[src/imupm_pkg.sv]
// Constants, field layout and types for the sensor power mode and rate controller
// How it works
// - Boot 20 ms, then both sensors power-down
// - Each sensor has its own independent mode
// - Shared phase counter keeps rates integer multiples
// - Gyro data ready follows accel data ready
// - Accel rate code and disable bit pick mode
// - Gyro decodes alike, codes up to 1000
// - Override forces gyro 3.3 kHz high-performance
// - Power-down keeps bus, registers, last sample
// - High-performance keeps chain on, data ready active
// - Normal mode cycles chain; gyro drive stays
// - Low-power only at the three lowest rates
// - Gyro sleep bit overrides rate, drive stays
// - Accel-only: rate change resets reading chain
// - Accel-only: mode change alone gives no reset
// - Gyro-only or combo: any change resets chain
// - Anti-alias filter only in high-performance
// - Bandwidth from field or from selected rate
package imupm_pkg;

	// Clock and timing
	localparam int CLK_HZ = 25_000_000;
	localparam int CLK_PERIOD_NS = 40;
	localparam int BOOT_TIME_MS = 20;
	localparam int BOOT_CYCLES = BOOT_TIME_MS * (CLK_HZ / 1000);
	localparam int BASE_PERIOD_NS = 150150;
	localparam int BASE_TICK_CYCLES = BASE_PERIOD_NS / CLK_PERIOD_NS;
	localparam int CHAIN_ON_CYCLES = 16;
	localparam int SAMPLE_WIDTH = 16;

	// Register byte offsets
	localparam logic [5:0] ADDR_ACCEL_CONTROL_ONE = 6'h00;
	localparam logic [5:0] ADDR_GYRO_CONTROL_TWO = 6'h04;
	localparam logic [5:0] ADDR_COMMON_CONTROL_FOUR = 6'h08;
	localparam logic [5:0] ADDR_COMMON_CONTROL_SIX = 6'h0C;
	localparam logic [5:0] ADDR_GYRO_CONTROL_SEVEN = 6'h10;
	localparam logic [5:0] ADDR_COMMON_CONTROL_TEN = 6'h14;
	localparam logic [5:0] ADDR_STATUS = 6'h18;
	localparam logic [5:0] ADDR_ACCEL_DATA = 6'h1C;
	localparam logic [5:0] ADDR_GYRO_DATA = 6'h20;

	// Reset value of every control register
	localparam logic [7:0] CTRL_RESET = 8'h00;

	// Field positions
	localparam int RATE_LSB = 4;
	localparam int ACCEL_BW_LSB = 0;
	localparam int GYRO_FS_LSB = 0;
	localparam int GYRO_OVERRIDE_BIT = 0;
	localparam int GYRO_SLEEP_BIT = 6;
	localparam int ACCEL_BW_SCALING_BIT = 7;
	localparam int ACCEL_PERF_DISABLE_BIT = 4;
	localparam int GYRO_PERF_DISABLE_BIT = 7;
	localparam int GYRO_HP_ENABLE_BIT = 6;
	localparam int EMBEDDED_ENABLE_BIT = 2;

	// Status register bit positions
	localparam int ST_BOOT_DONE = 0;
	localparam int ST_ACCEL_READY = 1;
	localparam int ST_GYRO_READY = 2;
	localparam int ST_GYRO_SLEEP = 3;
	localparam int ST_ACCEL_MODE_LSB = 4;
	localparam int ST_GYRO_MODE_LSB = 6;

	// Rate codes
	localparam logic [3:0] RATE_POWER_DOWN = 4'h0;
	localparam logic [3:0] LOW_POWER_RATE_MAX = 4'h3;
	localparam logic [3:0] NORMAL_RATE_MAX = 4'h5;
	localparam logic [3:0] ACCEL_RATE_MAX = 4'hA;
	localparam logic [3:0] GYRO_RATE_MAX = 4'h8;
	localparam logic [3:0] TOP_RATE_CODE = 4'hA;
	localparam logic [3:0] GYRO_OVERRIDE_EXP = 4'h1;
	localparam logic [3:0] RATE_104 = 4'h4;
	localparam logic [3:0] RATE_208 = 4'h5;
	localparam logic [3:0] RATE_416 = 4'h6;
	localparam logic [3:0] RATE_1K66 = 4'h8;

	// Anti-alias bandwidth codes
	localparam logic [1:0] BW_400 = 2'h0;
	localparam logic [1:0] BW_200 = 2'h1;
	localparam logic [1:0] BW_100 = 2'h2;
	localparam logic [1:0] BW_50 = 2'h3;

	// Power modes of one sensor
	typedef enum logic [1:0] {
		PWR_DOWN,
		PWR_LOW,
		PWR_NORMAL,
		PWR_HIGH
	} imupm_mode_type;

	// Boot sequencer states
	typedef enum logic {
		PH_BOOTING,
		PH_RUNNING
	} imupm_phase_type;

	// Decoded state of one sensor
	typedef struct packed {
		imupm_mode_type mode;
		logic [3:0] div_exp;
		logic active;
	} imupm_sensor_type;

endpackage

[src/imupm_mode_decode.sv]
// Rate code and performance bit decoder for one sensor
`timescale 1ns/1ps
module imupm_mode_decode
	import imupm_pkg::*;
(
	input wire logic [3:0] rate_code, // Rate code from control register
	input wire logic perf_disable, // High-performance disable bit
	input wire logic [3:0] max_code, // Highest legal rate code
	input wire logic force_high, // Fixed high-rate override
	output imupm_sensor_type state // Decoded mode and divider
);

	// Decode mode and divider exponent
	always_comb begin
		state.mode = PWR_DOWN;
		state.div_exp = 4'h0;
		state.active = 1'b0;
		if (force_high) begin
			state.mode = PWR_HIGH;
			state.div_exp = GYRO_OVERRIDE_EXP;
			state.active = 1'b1;
		end else if (rate_code != RATE_POWER_DOWN && rate_code <= max_code) begin
			state.active = 1'b1;
			state.div_exp = TOP_RATE_CODE - rate_code;
			if (!perf_disable || rate_code > NORMAL_RATE_MAX) begin
				state.mode = PWR_HIGH;
			end else if (rate_code <= LOW_POWER_RATE_MAX) begin
				state.mode = PWR_LOW;
			end else begin
				state.mode = PWR_NORMAL;
			end
		end
		// Codes past max_code fall through as power-down
	end

endmodule

[src/imupm_core.sv]
// Top of the sensor power mode and output rate controller with its register slave
`timescale 1ns/1ps
module imupm_core
	import imupm_pkg::*;
#(
	parameter int BOOT_LEN = BOOT_CYCLES, // Boot length in cycles
	parameter int TICK_LEN = BASE_TICK_CYCLES // Cycles per fastest sample tick
) (
	input wire logic clk_sys, // System clock
	input wire logic rst_n, // Asynchronous reset, active low
	input wire logic [5:0] avs_address, // Byte address
	input wire logic avs_read, // Read request
	input wire logic avs_write, // Write request
	input wire logic [31:0] avs_writedata, // Write data
	input wire logic [3:0] avs_byteenable, // Byte lanes
	output logic [31:0] avs_readdata, // Read data
	output logic avs_waitrequest, // Stall
	input wire logic [SAMPLE_WIDTH-1:0] accel_sample_in, // Accel converter result
	input wire logic [SAMPLE_WIDTH-1:0] gyro_sample_in, // Gyro converter result
	output logic accel_data_ready, // Accel new sample flag
	output logic gyro_data_ready, // Gyro new sample flag
	output logic accel_chain_on, // Accel reading chain power
	output logic gyro_chain_on, // Gyro reading chain power
	output logic gyro_drive_on, // Gyro mass drive power
	output logic accel_chain_reset, // Accel reading chain reset pulse
	output logic gyro_chain_reset, // Gyro reading chain reset pulse
	output logic accel_aa_enable, // Accel anti-alias filter on
	output logic [1:0] accel_aa_bw, // Accel anti-alias bandwidth code
	output logic embedded_function_enable, // Embedded function enable
	output logic [3:0] gyro_full_scale, // Gyro full-scale field
	output logic gyro_hp_enable // Gyro high-pass enable
);

	localparam int TICK_W = $clog2(TICK_LEN + 1);
	localparam int BOOT_W = $clog2(BOOT_LEN + 1);
	localparam logic [TICK_W-1:0] TICK_LAST = TICK_W'(TICK_LEN - 1);
	localparam logic [BOOT_W-1:0] BOOT_LAST = BOOT_W'(BOOT_LEN - 1);
	localparam logic [4:0] CHAIN_LOAD = 5'(CHAIN_ON_CYCLES);

	// Control registers
	logic [7:0] accel_control_one_q; // Accel rate and bandwidth
	logic [7:0] gyro_control_two_q; // Gyro rate and full scale
	logic [7:0] common_control_four_q; // Sleep, override, scaling
	logic [7:0] common_control_six_q; // Accel perf disable
	logic [7:0] gyro_control_seven_q; // Gyro perf disable, high-pass
	logic [7:0] common_control_ten_q; // Embedded functions

	// Boot and bus state
	imupm_phase_type phase_q; // Boot sequencer
	logic [BOOT_W-1:0] boot_cnt_q; // Boot timer
	logic wait_q; // Registered waitrequest
	logic [31:0] rdata_q; // Registered read data

	// Sampling state
	logic [TICK_W-1:0] tick_cnt_q; // Base tick divider
	logic base_tick; // Fastest rate tick
	logic [9:0] phase_cnt_q; // Shared sample phase
	logic accel_strobe; // Accel sample moment
	logic gyro_strobe; // Gyro sample moment
	logic gyro_strobe_q; // Gyro capture, one cycle late
	logic [SAMPLE_WIDTH-1:0] accel_s1_q, accel_s2_q; // Accel pin sync
	logic [SAMPLE_WIDTH-1:0] gyro_s1_q, gyro_s2_q; // Gyro pin sync
	logic [SAMPLE_WIDTH-1:0] accel_data_q, gyro_data_q; // Held samples
	logic accel_ready_q, gyro_ready_q; // Sticky data-ready flags
	logic [4:0] accel_win_q, gyro_win_q; // Chain on windows

	// Change detection
	logic [3:0] accel_rate_prev_q, gyro_rate_prev_q; // Last effective rates
	imupm_mode_type accel_mode_prev_q, gyro_mode_prev_q; // Last modes
	logic gyro_sleep; // Gyro in sleep

	// Output flops
	logic accel_chain_on_q, gyro_chain_on_q, gyro_drive_on_q; // Power outputs
	logic accel_reset_q, gyro_reset_q; // Reset pulses
	logic accel_aa_en_q; // Anti-alias enable
	logic [1:0] accel_aa_bw_q; // Anti-alias bandwidth

	// Decoded sensors
	imupm_sensor_type accel_st, gyro_st; // Decoder results
	logic [3:0] accel_rate_eff, gyro_rate_eff; // Rate with illegal codes zeroed
	logic bus_acc; // Bus request accepted this edge

	imupm_mode_decode u_accel_dec (
		.rate_code(accel_control_one_q[RATE_LSB +: 4]),
		.perf_disable(common_control_six_q[ACCEL_PERF_DISABLE_BIT]),
		.max_code(ACCEL_RATE_MAX),
		.force_high(1'b0),
		.state(accel_st)
	);

	imupm_mode_decode u_gyro_dec (
		.rate_code(gyro_control_two_q[RATE_LSB +: 4]),
		.perf_disable(gyro_control_seven_q[GYRO_PERF_DISABLE_BIT]),
		.max_code(GYRO_RATE_MAX),
		.force_high(common_control_four_q[GYRO_OVERRIDE_BIT]),
		.state(gyro_st)
	);

	// Effective rates; an illegal code counts as power-down
	assign accel_rate_eff = accel_st.active ? accel_control_one_q[RATE_LSB +: 4] : RATE_POWER_DOWN;
	assign gyro_rate_eff = common_control_four_q[GYRO_OVERRIDE_BIT] ? 4'hF
		: (gyro_st.active ? gyro_control_two_q[RATE_LSB +: 4] : RATE_POWER_DOWN);
	assign gyro_sleep = gyro_st.active && common_control_four_q[GYRO_SLEEP_BIT];
	assign bus_acc = !wait_q && (avs_read || avs_write);

	// Boot sequencer: registers stay at power-down reset values until done
	always_ff @(posedge clk_sys or negedge rst_n) begin
		if (!rst_n) begin
			phase_q <= PH_BOOTING;
			boot_cnt_q <= '0;
		end else begin
			case (phase_q)
				PH_BOOTING: begin
					if (boot_cnt_q == BOOT_LAST) begin
						phase_q <= PH_RUNNING;
					end else begin
						boot_cnt_q <= boot_cnt_q + 1'b1;
					end
				end
				PH_RUNNING: begin
					phase_q <= PH_RUNNING;
				end
				default: begin
					phase_q <= PH_BOOTING;
				end
			endcase
		end
	end

	// Bus handshake: one wait state, held off during boot
	always_ff @(posedge clk_sys or negedge rst_n) begin
		if (!rst_n) begin
			wait_q <= 1'b1;
		end else if (wait_q && (avs_read || avs_write) && phase_q == PH_RUNNING) begin
			wait_q <= 1'b0; // Bus answers in every mode
		end else begin
			wait_q <= 1'b1;
		end
	end

	// Read data mux, loaded the cycle before the request is taken
	always_ff @(posedge clk_sys or negedge rst_n) begin
		if (!rst_n) begin
			rdata_q <= 32'h0000_0000;
		end else if (wait_q && avs_read) begin
			case (avs_address)
				ADDR_ACCEL_CONTROL_ONE: rdata_q <= {24'h000000, accel_control_one_q};
				ADDR_GYRO_CONTROL_TWO: rdata_q <= {24'h000000, gyro_control_two_q};
				ADDR_COMMON_CONTROL_FOUR: rdata_q <= {24'h000000, common_control_four_q};
				ADDR_COMMON_CONTROL_SIX: rdata_q <= {24'h000000, common_control_six_q};
				ADDR_GYRO_CONTROL_SEVEN: rdata_q <= {24'h000000, gyro_control_seven_q};
				ADDR_COMMON_CONTROL_TEN: rdata_q <= {24'h000000, common_control_ten_q};
				ADDR_STATUS: begin
					rdata_q <= 32'h0000_0000;
					rdata_q[ST_BOOT_DONE] <= (phase_q == PH_RUNNING);
					rdata_q[ST_ACCEL_READY] <= accel_ready_q;
					rdata_q[ST_GYRO_READY] <= gyro_ready_q;
					rdata_q[ST_GYRO_SLEEP] <= gyro_sleep;
					rdata_q[ST_ACCEL_MODE_LSB +: 2] <= accel_st.mode;
					rdata_q[ST_GYRO_MODE_LSB +: 2] <= gyro_st.mode;
				end
				ADDR_ACCEL_DATA: rdata_q <= {16'h0000, accel_data_q};
				ADDR_GYRO_DATA: rdata_q <= {16'h0000, gyro_data_q};
				default: rdata_q <= 32'h0000_0000; // Unmapped reads zero
			endcase
		end
	end

	// Control register writes, lane 0 only; kept through power-down
	always_ff @(posedge clk_sys or negedge rst_n) begin
		if (!rst_n) begin
			accel_control_one_q <= CTRL_RESET;
			gyro_control_two_q <= CTRL_RESET;
			common_control_four_q <= CTRL_RESET;
			common_control_six_q <= CTRL_RESET;
			gyro_control_seven_q <= CTRL_RESET;
			common_control_ten_q <= CTRL_RESET;
		end else if (bus_acc && avs_write && avs_byteenable[0]) begin
			case (avs_address)
				ADDR_ACCEL_CONTROL_ONE: accel_control_one_q <= avs_writedata[7:0];
				ADDR_GYRO_CONTROL_TWO: gyro_control_two_q <= avs_writedata[7:0];
				ADDR_COMMON_CONTROL_FOUR: common_control_four_q <= avs_writedata[7:0];
				ADDR_COMMON_CONTROL_SIX: common_control_six_q <= avs_writedata[7:0];
				ADDR_GYRO_CONTROL_SEVEN: gyro_control_seven_q <= avs_writedata[7:0];
				ADDR_COMMON_CONTROL_TEN: common_control_ten_q <= avs_writedata[7:0];
				default: begin
				end
			endcase
		end
	end

	// Base tick at the fastest rate; shared phase keeps rates locked
	always_ff @(posedge clk_sys or negedge rst_n) begin
		if (!rst_n) begin
			tick_cnt_q <= '0;
			phase_cnt_q <= 10'h000;
		end else if (tick_cnt_q == TICK_LAST) begin
			tick_cnt_q <= '0;
			phase_cnt_q <= phase_cnt_q + 10'h001;
		end else begin
			tick_cnt_q <= tick_cnt_q + 1'b1;
		end
	end

	assign base_tick = (tick_cnt_q == TICK_LAST);
	// Each sensor samples when its low phase bits are zero
	assign accel_strobe = base_tick && accel_st.active && phase_cnt_q[9:0] == (phase_cnt_q[9:0]
		& ~((10'h001 << accel_st.div_exp) - 10'h001));
	assign gyro_strobe = base_tick && gyro_st.active && !gyro_sleep && phase_cnt_q[9:0] == (phase_cnt_q[9:0]
		& ~((10'h001 << gyro_st.div_exp) - 10'h001));

	// Two-flop synchronisers on the converter inputs
	always_ff @(posedge clk_sys or negedge rst_n) begin
		if (!rst_n) begin
			accel_s1_q <= '0;
			accel_s2_q <= '0;
			gyro_s1_q <= '0;
			gyro_s2_q <= '0;
		end else begin
			accel_s1_q <= accel_sample_in;
			accel_s2_q <= accel_s1_q;
			gyro_s1_q <= gyro_sample_in;
			gyro_s2_q <= gyro_s1_q;
		end
	end

	// Gyro capture trails accel by one cycle so its flag comes later
	always_ff @(posedge clk_sys or negedge rst_n) begin
		if (!rst_n) begin
			gyro_strobe_q <= 1'b0;
		end else begin
			gyro_strobe_q <= gyro_strobe;
		end
	end

	// Accel sample hold; no update in power-down
	always_ff @(posedge clk_sys or negedge rst_n) begin
		if (!rst_n) begin
			accel_data_q <= '0;
		end else if (accel_strobe) begin
			accel_data_q <= accel_s2_q;
		end
	end

	// Gyro sample hold; no update in power-down or sleep
	always_ff @(posedge clk_sys or negedge rst_n) begin
		if (!rst_n) begin
			gyro_data_q <= '0;
		end else if (gyro_strobe_q) begin
			gyro_data_q <= gyro_s2_q;
		end
	end

	// Data-ready flags: set on capture, cleared by reading the data; set wins
	always_ff @(posedge clk_sys or negedge rst_n) begin
		if (!rst_n) begin
			accel_ready_q <= 1'b0;
			gyro_ready_q <= 1'b0;
		end else begin
			if (accel_strobe) begin
				accel_ready_q <= 1'b1;
			end else if (bus_acc && avs_read && avs_address == ADDR_ACCEL_DATA) begin
				accel_ready_q <= 1'b0;
			end
			if (gyro_strobe_q) begin
				gyro_ready_q <= 1'b1;
			end else if (bus_acc && avs_read && avs_address == ADDR_GYRO_DATA) begin
				gyro_ready_q <= 1'b0;
			end
		end
	end

	// Duty-cycled chain windows for normal and low-power modes
	always_ff @(posedge clk_sys or negedge rst_n) begin
		if (!rst_n) begin
			accel_win_q <= 5'h00;
			gyro_win_q <= 5'h00;
		end else begin
			if (accel_strobe) begin
				accel_win_q <= CHAIN_LOAD;
			end else if (accel_win_q != 5'h00) begin
				accel_win_q <= accel_win_q - 5'h01;
			end
			if (gyro_strobe) begin
				gyro_win_q <= CHAIN_LOAD;
			end else if (gyro_win_q != 5'h00) begin
				gyro_win_q <= gyro_win_q - 5'h01;
			end
		end
	end

	// Chain and drive power outputs
	always_ff @(posedge clk_sys or negedge rst_n) begin
		if (!rst_n) begin
			accel_chain_on_q <= 1'b0;
			gyro_chain_on_q <= 1'b0;
			gyro_drive_on_q <= 1'b0;
		end else begin
			accel_chain_on_q <= (accel_st.mode == PWR_HIGH) ? 1'b1
				: (accel_st.active && (accel_win_q != 5'h00 || accel_strobe));
			gyro_chain_on_q <= !gyro_sleep && ((gyro_st.mode == PWR_HIGH)
				|| (gyro_st.active && (gyro_win_q != 5'h00 || gyro_strobe)));
			gyro_drive_on_q <= gyro_st.active;
		end
	end

	// Remember last effective rate and mode for change detection
	always_ff @(posedge clk_sys or negedge rst_n) begin
		if (!rst_n) begin
			accel_rate_prev_q <= RATE_POWER_DOWN;
			gyro_rate_prev_q <= RATE_POWER_DOWN;
			accel_mode_prev_q <= PWR_DOWN;
			gyro_mode_prev_q <= PWR_DOWN;
		end else begin
			accel_rate_prev_q <= accel_rate_eff;
			gyro_rate_prev_q <= gyro_rate_eff;
			accel_mode_prev_q <= accel_st.mode;
			gyro_mode_prev_q <= gyro_st.mode;
		end
	end

	// Reading chain reset pulses on configuration changes
	always_ff @(posedge clk_sys or negedge rst_n) begin
		if (!rst_n) begin
			accel_reset_q <= 1'b0;
			gyro_reset_q <= 1'b0;
		end else begin
			if (!gyro_st.active) begin
				accel_reset_q <= (accel_rate_eff != accel_rate_prev_q);
			end else begin
				accel_reset_q <= (accel_rate_eff != accel_rate_prev_q)
					|| (accel_st.mode != accel_mode_prev_q);
			end
			gyro_reset_q <= (gyro_rate_eff != gyro_rate_prev_q)
				|| (gyro_st.mode != gyro_mode_prev_q);
		end
	end

	// Anti-alias filter enable and bandwidth
	always_ff @(posedge clk_sys or negedge rst_n) begin
		if (!rst_n) begin
			accel_aa_en_q <= 1'b0;
			accel_aa_bw_q <= BW_400;
		end else if (common_control_four_q[ACCEL_BW_SCALING_BIT]) begin
			accel_aa_en_q <= (accel_st.mode == PWR_HIGH);
			accel_aa_bw_q <= accel_control_one_q[ACCEL_BW_LSB +: 2];
		end else begin
			accel_aa_en_q <= (accel_st.mode == PWR_HIGH) && accel_rate_eff <= RATE_1K66;
			if (accel_rate_eff <= RATE_104) begin
				accel_aa_bw_q <= BW_50;
			end else if (accel_rate_eff == RATE_208) begin
				accel_aa_bw_q <= BW_100;
			end else if (accel_rate_eff == RATE_416) begin
				accel_aa_bw_q <= BW_200;
			end else begin
				accel_aa_bw_q <= BW_400;
			end
		end
	end

	// Pass-through settings, registered for glitch-free outputs
	always_ff @(posedge clk_sys or negedge rst_n) begin
		if (!rst_n) begin
			embedded_function_enable <= 1'b0;
			gyro_full_scale <= 4'h0;
			gyro_hp_enable <= 1'b0;
		end else begin
			embedded_function_enable <= common_control_ten_q[EMBEDDED_ENABLE_BIT];
			gyro_full_scale <= gyro_control_two_q[GYRO_FS_LSB +: 4];
			gyro_hp_enable <= gyro_control_seven_q[GYRO_HP_ENABLE_BIT];
		end
	end

	assign avs_readdata = rdata_q;
	assign avs_waitrequest = wait_q;
	assign accel_data_ready = accel_ready_q;
	assign gyro_data_ready = gyro_ready_q;
	assign accel_chain_on = accel_chain_on_q;
	assign gyro_chain_on = gyro_chain_on_q;
	assign gyro_drive_on = gyro_drive_on_q;
	assign accel_chain_reset = accel_reset_q;
	assign gyro_chain_reset = gyro_reset_q;
	assign accel_aa_enable = accel_aa_en_q;
	assign accel_aa_bw = accel_aa_bw_q;

endmodule

[config.mk]
export PLATFORM = sky130hd
export DESIGN_NAME = imupm_core
export DESIGN_NICKNAME = d
export VERILOG_FILES = /design/src/imupm_pkg.sv /design/src/imupm_mode_decode.sv /design/src/imupm_core.sv
export SDC_FILE = /design/constraint.sdc
export NUM_CORES = 1
export LEC_CHECK = 0
export BUFFER_PORTS_ARGS = -buffer_cell sky130_fd_sc_hd__buf_4
export CORE_MARGIN = 2
export CORE_UTILIZATION = 62
export DETAILED_ROUTE_END_ITERATION = 10
export GPL_TIMING_DRIVEN = 0
export PLACE_DENSITY = 0.81
export SETUP_SLACK_MARGIN = 0.05
export SKIP_CTS_REPAIR_TIMING = 1
export SLEW_MARGIN = 15
export SYNTH_ARGS = -nofsm -noshare
export SYNTH_HDL_FRONTEND = slang
export SYNTH_SLANG_ARGS = --single-unit
export TNS_END_PERCENT = 100
[constraint.sdc]
create_clock -name clk_sys -period 9 [get_ports clk_sys]
set_input_delay 0.9 -clock clk_sys [delete_from_list [all_inputs] [get_ports clk_sys]]
set_output_delay 0.9 -clock clk_sys [all_outputs]
set_load 0.005 [all_outputs]
==> results.py <==
metrics = {
    "setup_path": {
        "timing.critical_path.from": "accel_control_one_q[4]",
        "worstSetupPathType": "reg -> reg",
        "r2r_cells": 16,
        "r2r-start": "accel_control_one_q[4]",
        "arrival_ns": 4.55,
        "rrSetupSlack_ns": 4.86,
        "worstPathRequired_ns": 9.41,
        "cp-start-kind": "flip-flop",
        "r2r_end": "accel_data_q[4]",
        "worst-path-max-fanout": 10,
        "endpoint_kind": "flip-flop",
    },
    "grt": {
        "grt_overflow": 0,
        "grt_pass1_wl_microns": 35300,
        "grt_pass1_vias": 6810,
        "track_usage": 0.252,
        "grt_max_degree": 89,
        "antenna_found_initial": 1,
    },
    "place": {
        "post-dp-hpwl_microns": 14600,
        "gp_congestion": 0.877,
        "port_buffers": 82,
    },
    "clock_network": {
        "clk_pin_slew_ns": 0.06,
        "cts_buffers": 25,
        "clock-root-buffer": "clkbuf_16",
        "clock_path_buffers": 3,
        "cts_tree": "built",
        "clk_latency_ns": 0.53,
        "cts_num_sinks": 242,
        "htree_levels": 1,
    },
    "job": {
        "cap_violations": 0,
    },
    "yosys": {
        "ys_warn_count": 0,
        "ys_ff_latch": 242,
        "synth_top_area_frac": 0.587,
        "ys_seq_area_frac": 0.589,
        "netlist_instances": 828,
        "synth_ff_type": "dfrtp_1",
        "synth.top_cells.by_count": "241 x dfrtp_1, 69 x nand2_1, 68 x mux2_2",
        "synth_area_leaders": "dfrtp_1 59%, mux2_2 7.4%, xnor2_1 3.1%",
        "yosys.area.top_type": "dfrtp_1",
        "ys_types": 75,
        "synth-edff-count": 0,
        "mappedNetlistArea_sq_um": 10300,
        "synthArstFlopShare": 1.00,
        "synth_most_common_cell": "dfrtp_1",
        "syn_avg_cell_area_sq_um": 12.4,
    },
    "route": {
        "wl_per_cell_microns": 18.0,
        "first_pass_iters": 5,
        "wl_microns": 21500,
        "drtIter0Drc": 482,
        "route.vias.total": 6859,
        "drc": 0,
        "vias_per_cell": 5.74,
        "detail-route-antenna-nets": 0,
    },
    "timing": {
        "finalMaxSlewViolations": 0,
        "max-slew-margin-rel": 0.345,
        "period_needed_ns": 4.14,
        "finalSetupViolations": 0,
        "rsz0062_at_grt": "false",
        "max_freq_mhz": 242,
        "fin_crit_sh": 0.460,
        "fin_tns_setup_ns": 0,
        "skew_ns": 0.0168,
        "tightest_slew_ns": 0.969,
        "finalHoldViolations": 0,
    },
    "finish": {
        "syn2layout_area_growth_pct": 18.9,
        "nets": 1050,
        "drive_above_1_share": 0.259,
    },
    "die": {
        "initial_core_util": 0.627,
        "num_rows": 47,
        "core-area_sq_um": 16400,
        "die_height_microns": 133,
        "die_w_microns": 133,
        "die_area_sq_um": 17600,
        "io_pins": 127,
    },
    "power_and_ir_drop": {
        "pwr-share-clk": 0.486,
        "total_power_uw": 2280,
        "p_int_uw": 1810,
        "p_seq_frac": 0.486,
        "p_leak_uw": 0.00602,
        "share_comb_of_total_power": 0.028,
        "peakVddDrop_mv": 0.241,
        "swShare": 0.204,
        "switchingPower_uw": 466,
        "p_per_area_nw_per_um2": 186,
    },
    "status": {
        "status": "finished clean",
    },
    "worst_hold_path": {
        "hp-class": "in -> async",
    },
}
-- kinds of logic after synthesis --
group           share of synthesized area
flops                               0.589
simple gates                        0.117
compound gates                     0.0909
mux                                0.0954
buf+inv                            0.0357
xor+xnor                           0.0511
fa+ha+maj                          0.0207
other cells                      0.000365
-- cell usage in the layout, fill, tap and decap left out, types with 5 or more instances in the layout --
cell       count
nand4_1       15
clkinv_2       5
a21o_1         6
clkbuf_1      21
a31oi_1        6
a21oi_1       15
and4_1         5
o21ai_0       27
ha_1          17
dfrtp_1      241
and3_1        12
inv_1         22
conb_1        16
and2_1         8
clkbuf_8       7
nor2_1        42
xnor2_1       36
nor3_1         6
nor4_1         6
a22oi_1       18
nor2b_1        7
clkbuf_16     25
nand2_1       69
nand3_1       20
mux2_2        68
buf_4        100
mux2_4        13
a222oi_1      15
a211oi_1       8
xor2_1        24
-- metrics by stage --
stage                     instances  worst slack, ns  instance area (sq um)  utilization  hold WS [ns]
after floorplan                 843             5.58                  10300            -         0.331
after global placement         1145             4.98                  11200        0.684         0.332
after detailed placement       1148             4.91                  11300        0.689         0.335
after CTS                      1194             4.90                  12200        0.745         0.339
after global routing           1194             4.55                  12200        0.745         0.349
final                          1195             4.86                  12200        0.745         0.319
-- state kept, by name, indices dropped and copies added, names as in the netlist, 4 cells and up --
signal / count
tick_cnt_q: 12
common_control_six_q: 8
gyro_win_q: 5
boot_cnt_q: 19
gyro_control_seven_q: 8
gyro_s1_q: 16
gyro_s2_q: 16
accel_win_q: 5
avs_readdata: 16
gyro_full_scale: 4
common_control_ten_q: 8
accel_rate_prev_q: 4
accel_data_q: 16
accel_control_one_q: 8
gyro_data_q: 16
accel_s1_q: 16
gyro_control_two_q: 8
common_control_four_q: 8
accel_s2_q: 16
gyro_rate_prev_q: 4
phase_cnt_q: 10
-- worst max-delay path by stage --
stage                            end  slack, ns
floorplan           accel_data_q[10]       5.58
global placement     accel_data_q[3]       4.98
detailed placement   accel_data_q[2]       4.91
CTS                  accel_data_q[5]       4.90
global route         accel_data_q[4]       4.55
finish               accel_data_q[4]       4.86
-- power by group through the flow --
stage | registers [uW] | logic (uW) | clock network [uW]
6_report | 1110 | 63.0 | 1110
5_1_grt | 1110 | 71.2 | 1170
4_1_cts | 1110 | 64.1 | 1120
3_5_place_dp | 1130 | 63.8 | 0
3_3_place_gp | 1130 | 58.8 | 0
2_1_floorplan | 1130 | 14.6 | 0
-- layout make-up --
cell class	count	area (sq um)
flip-flops and latches	242	6060
fillers	1076	4180
multi-input cells	531	3930
clock buffers	34	729
repair buffers	85	686
plain buffers	48	284
well taps	220	275
clock inverters	12	180
inverters	22	82.6
diodes	1	2.50
-- worst max-delay path, cell delays in order (launching register included) --
cell	delay, ns
dfrtp_1	0.42
buf_2	0.27
inv_1	0.16
ha_1	0.26
nor2b_4	0.14
a2bb2oi_1	0.24
clkbuf_1	0.41
nor2_1	0.16
nand4_1	0.13
ha_1	0.31
nor2_1	0.13
nand4_1	0.10
o21ai_0	0.06
or4_1	0.40
nand4b_4	0.28
buf_6	0.24
mux2_4	0.30
-- per-layer routing --
layer / vias to the layer above / share of wire / global-route usage
li1: 3159 / - / -
met1: 3424 / 0.42 / 0.349
met2: 232 / 0.48 / 0.409
met3: 44 / 0.072 / 0.0506
met4: 0 / 0.027 / 0.0777
met5: - / 0 / 0
(Power assumes the default switching activity.)
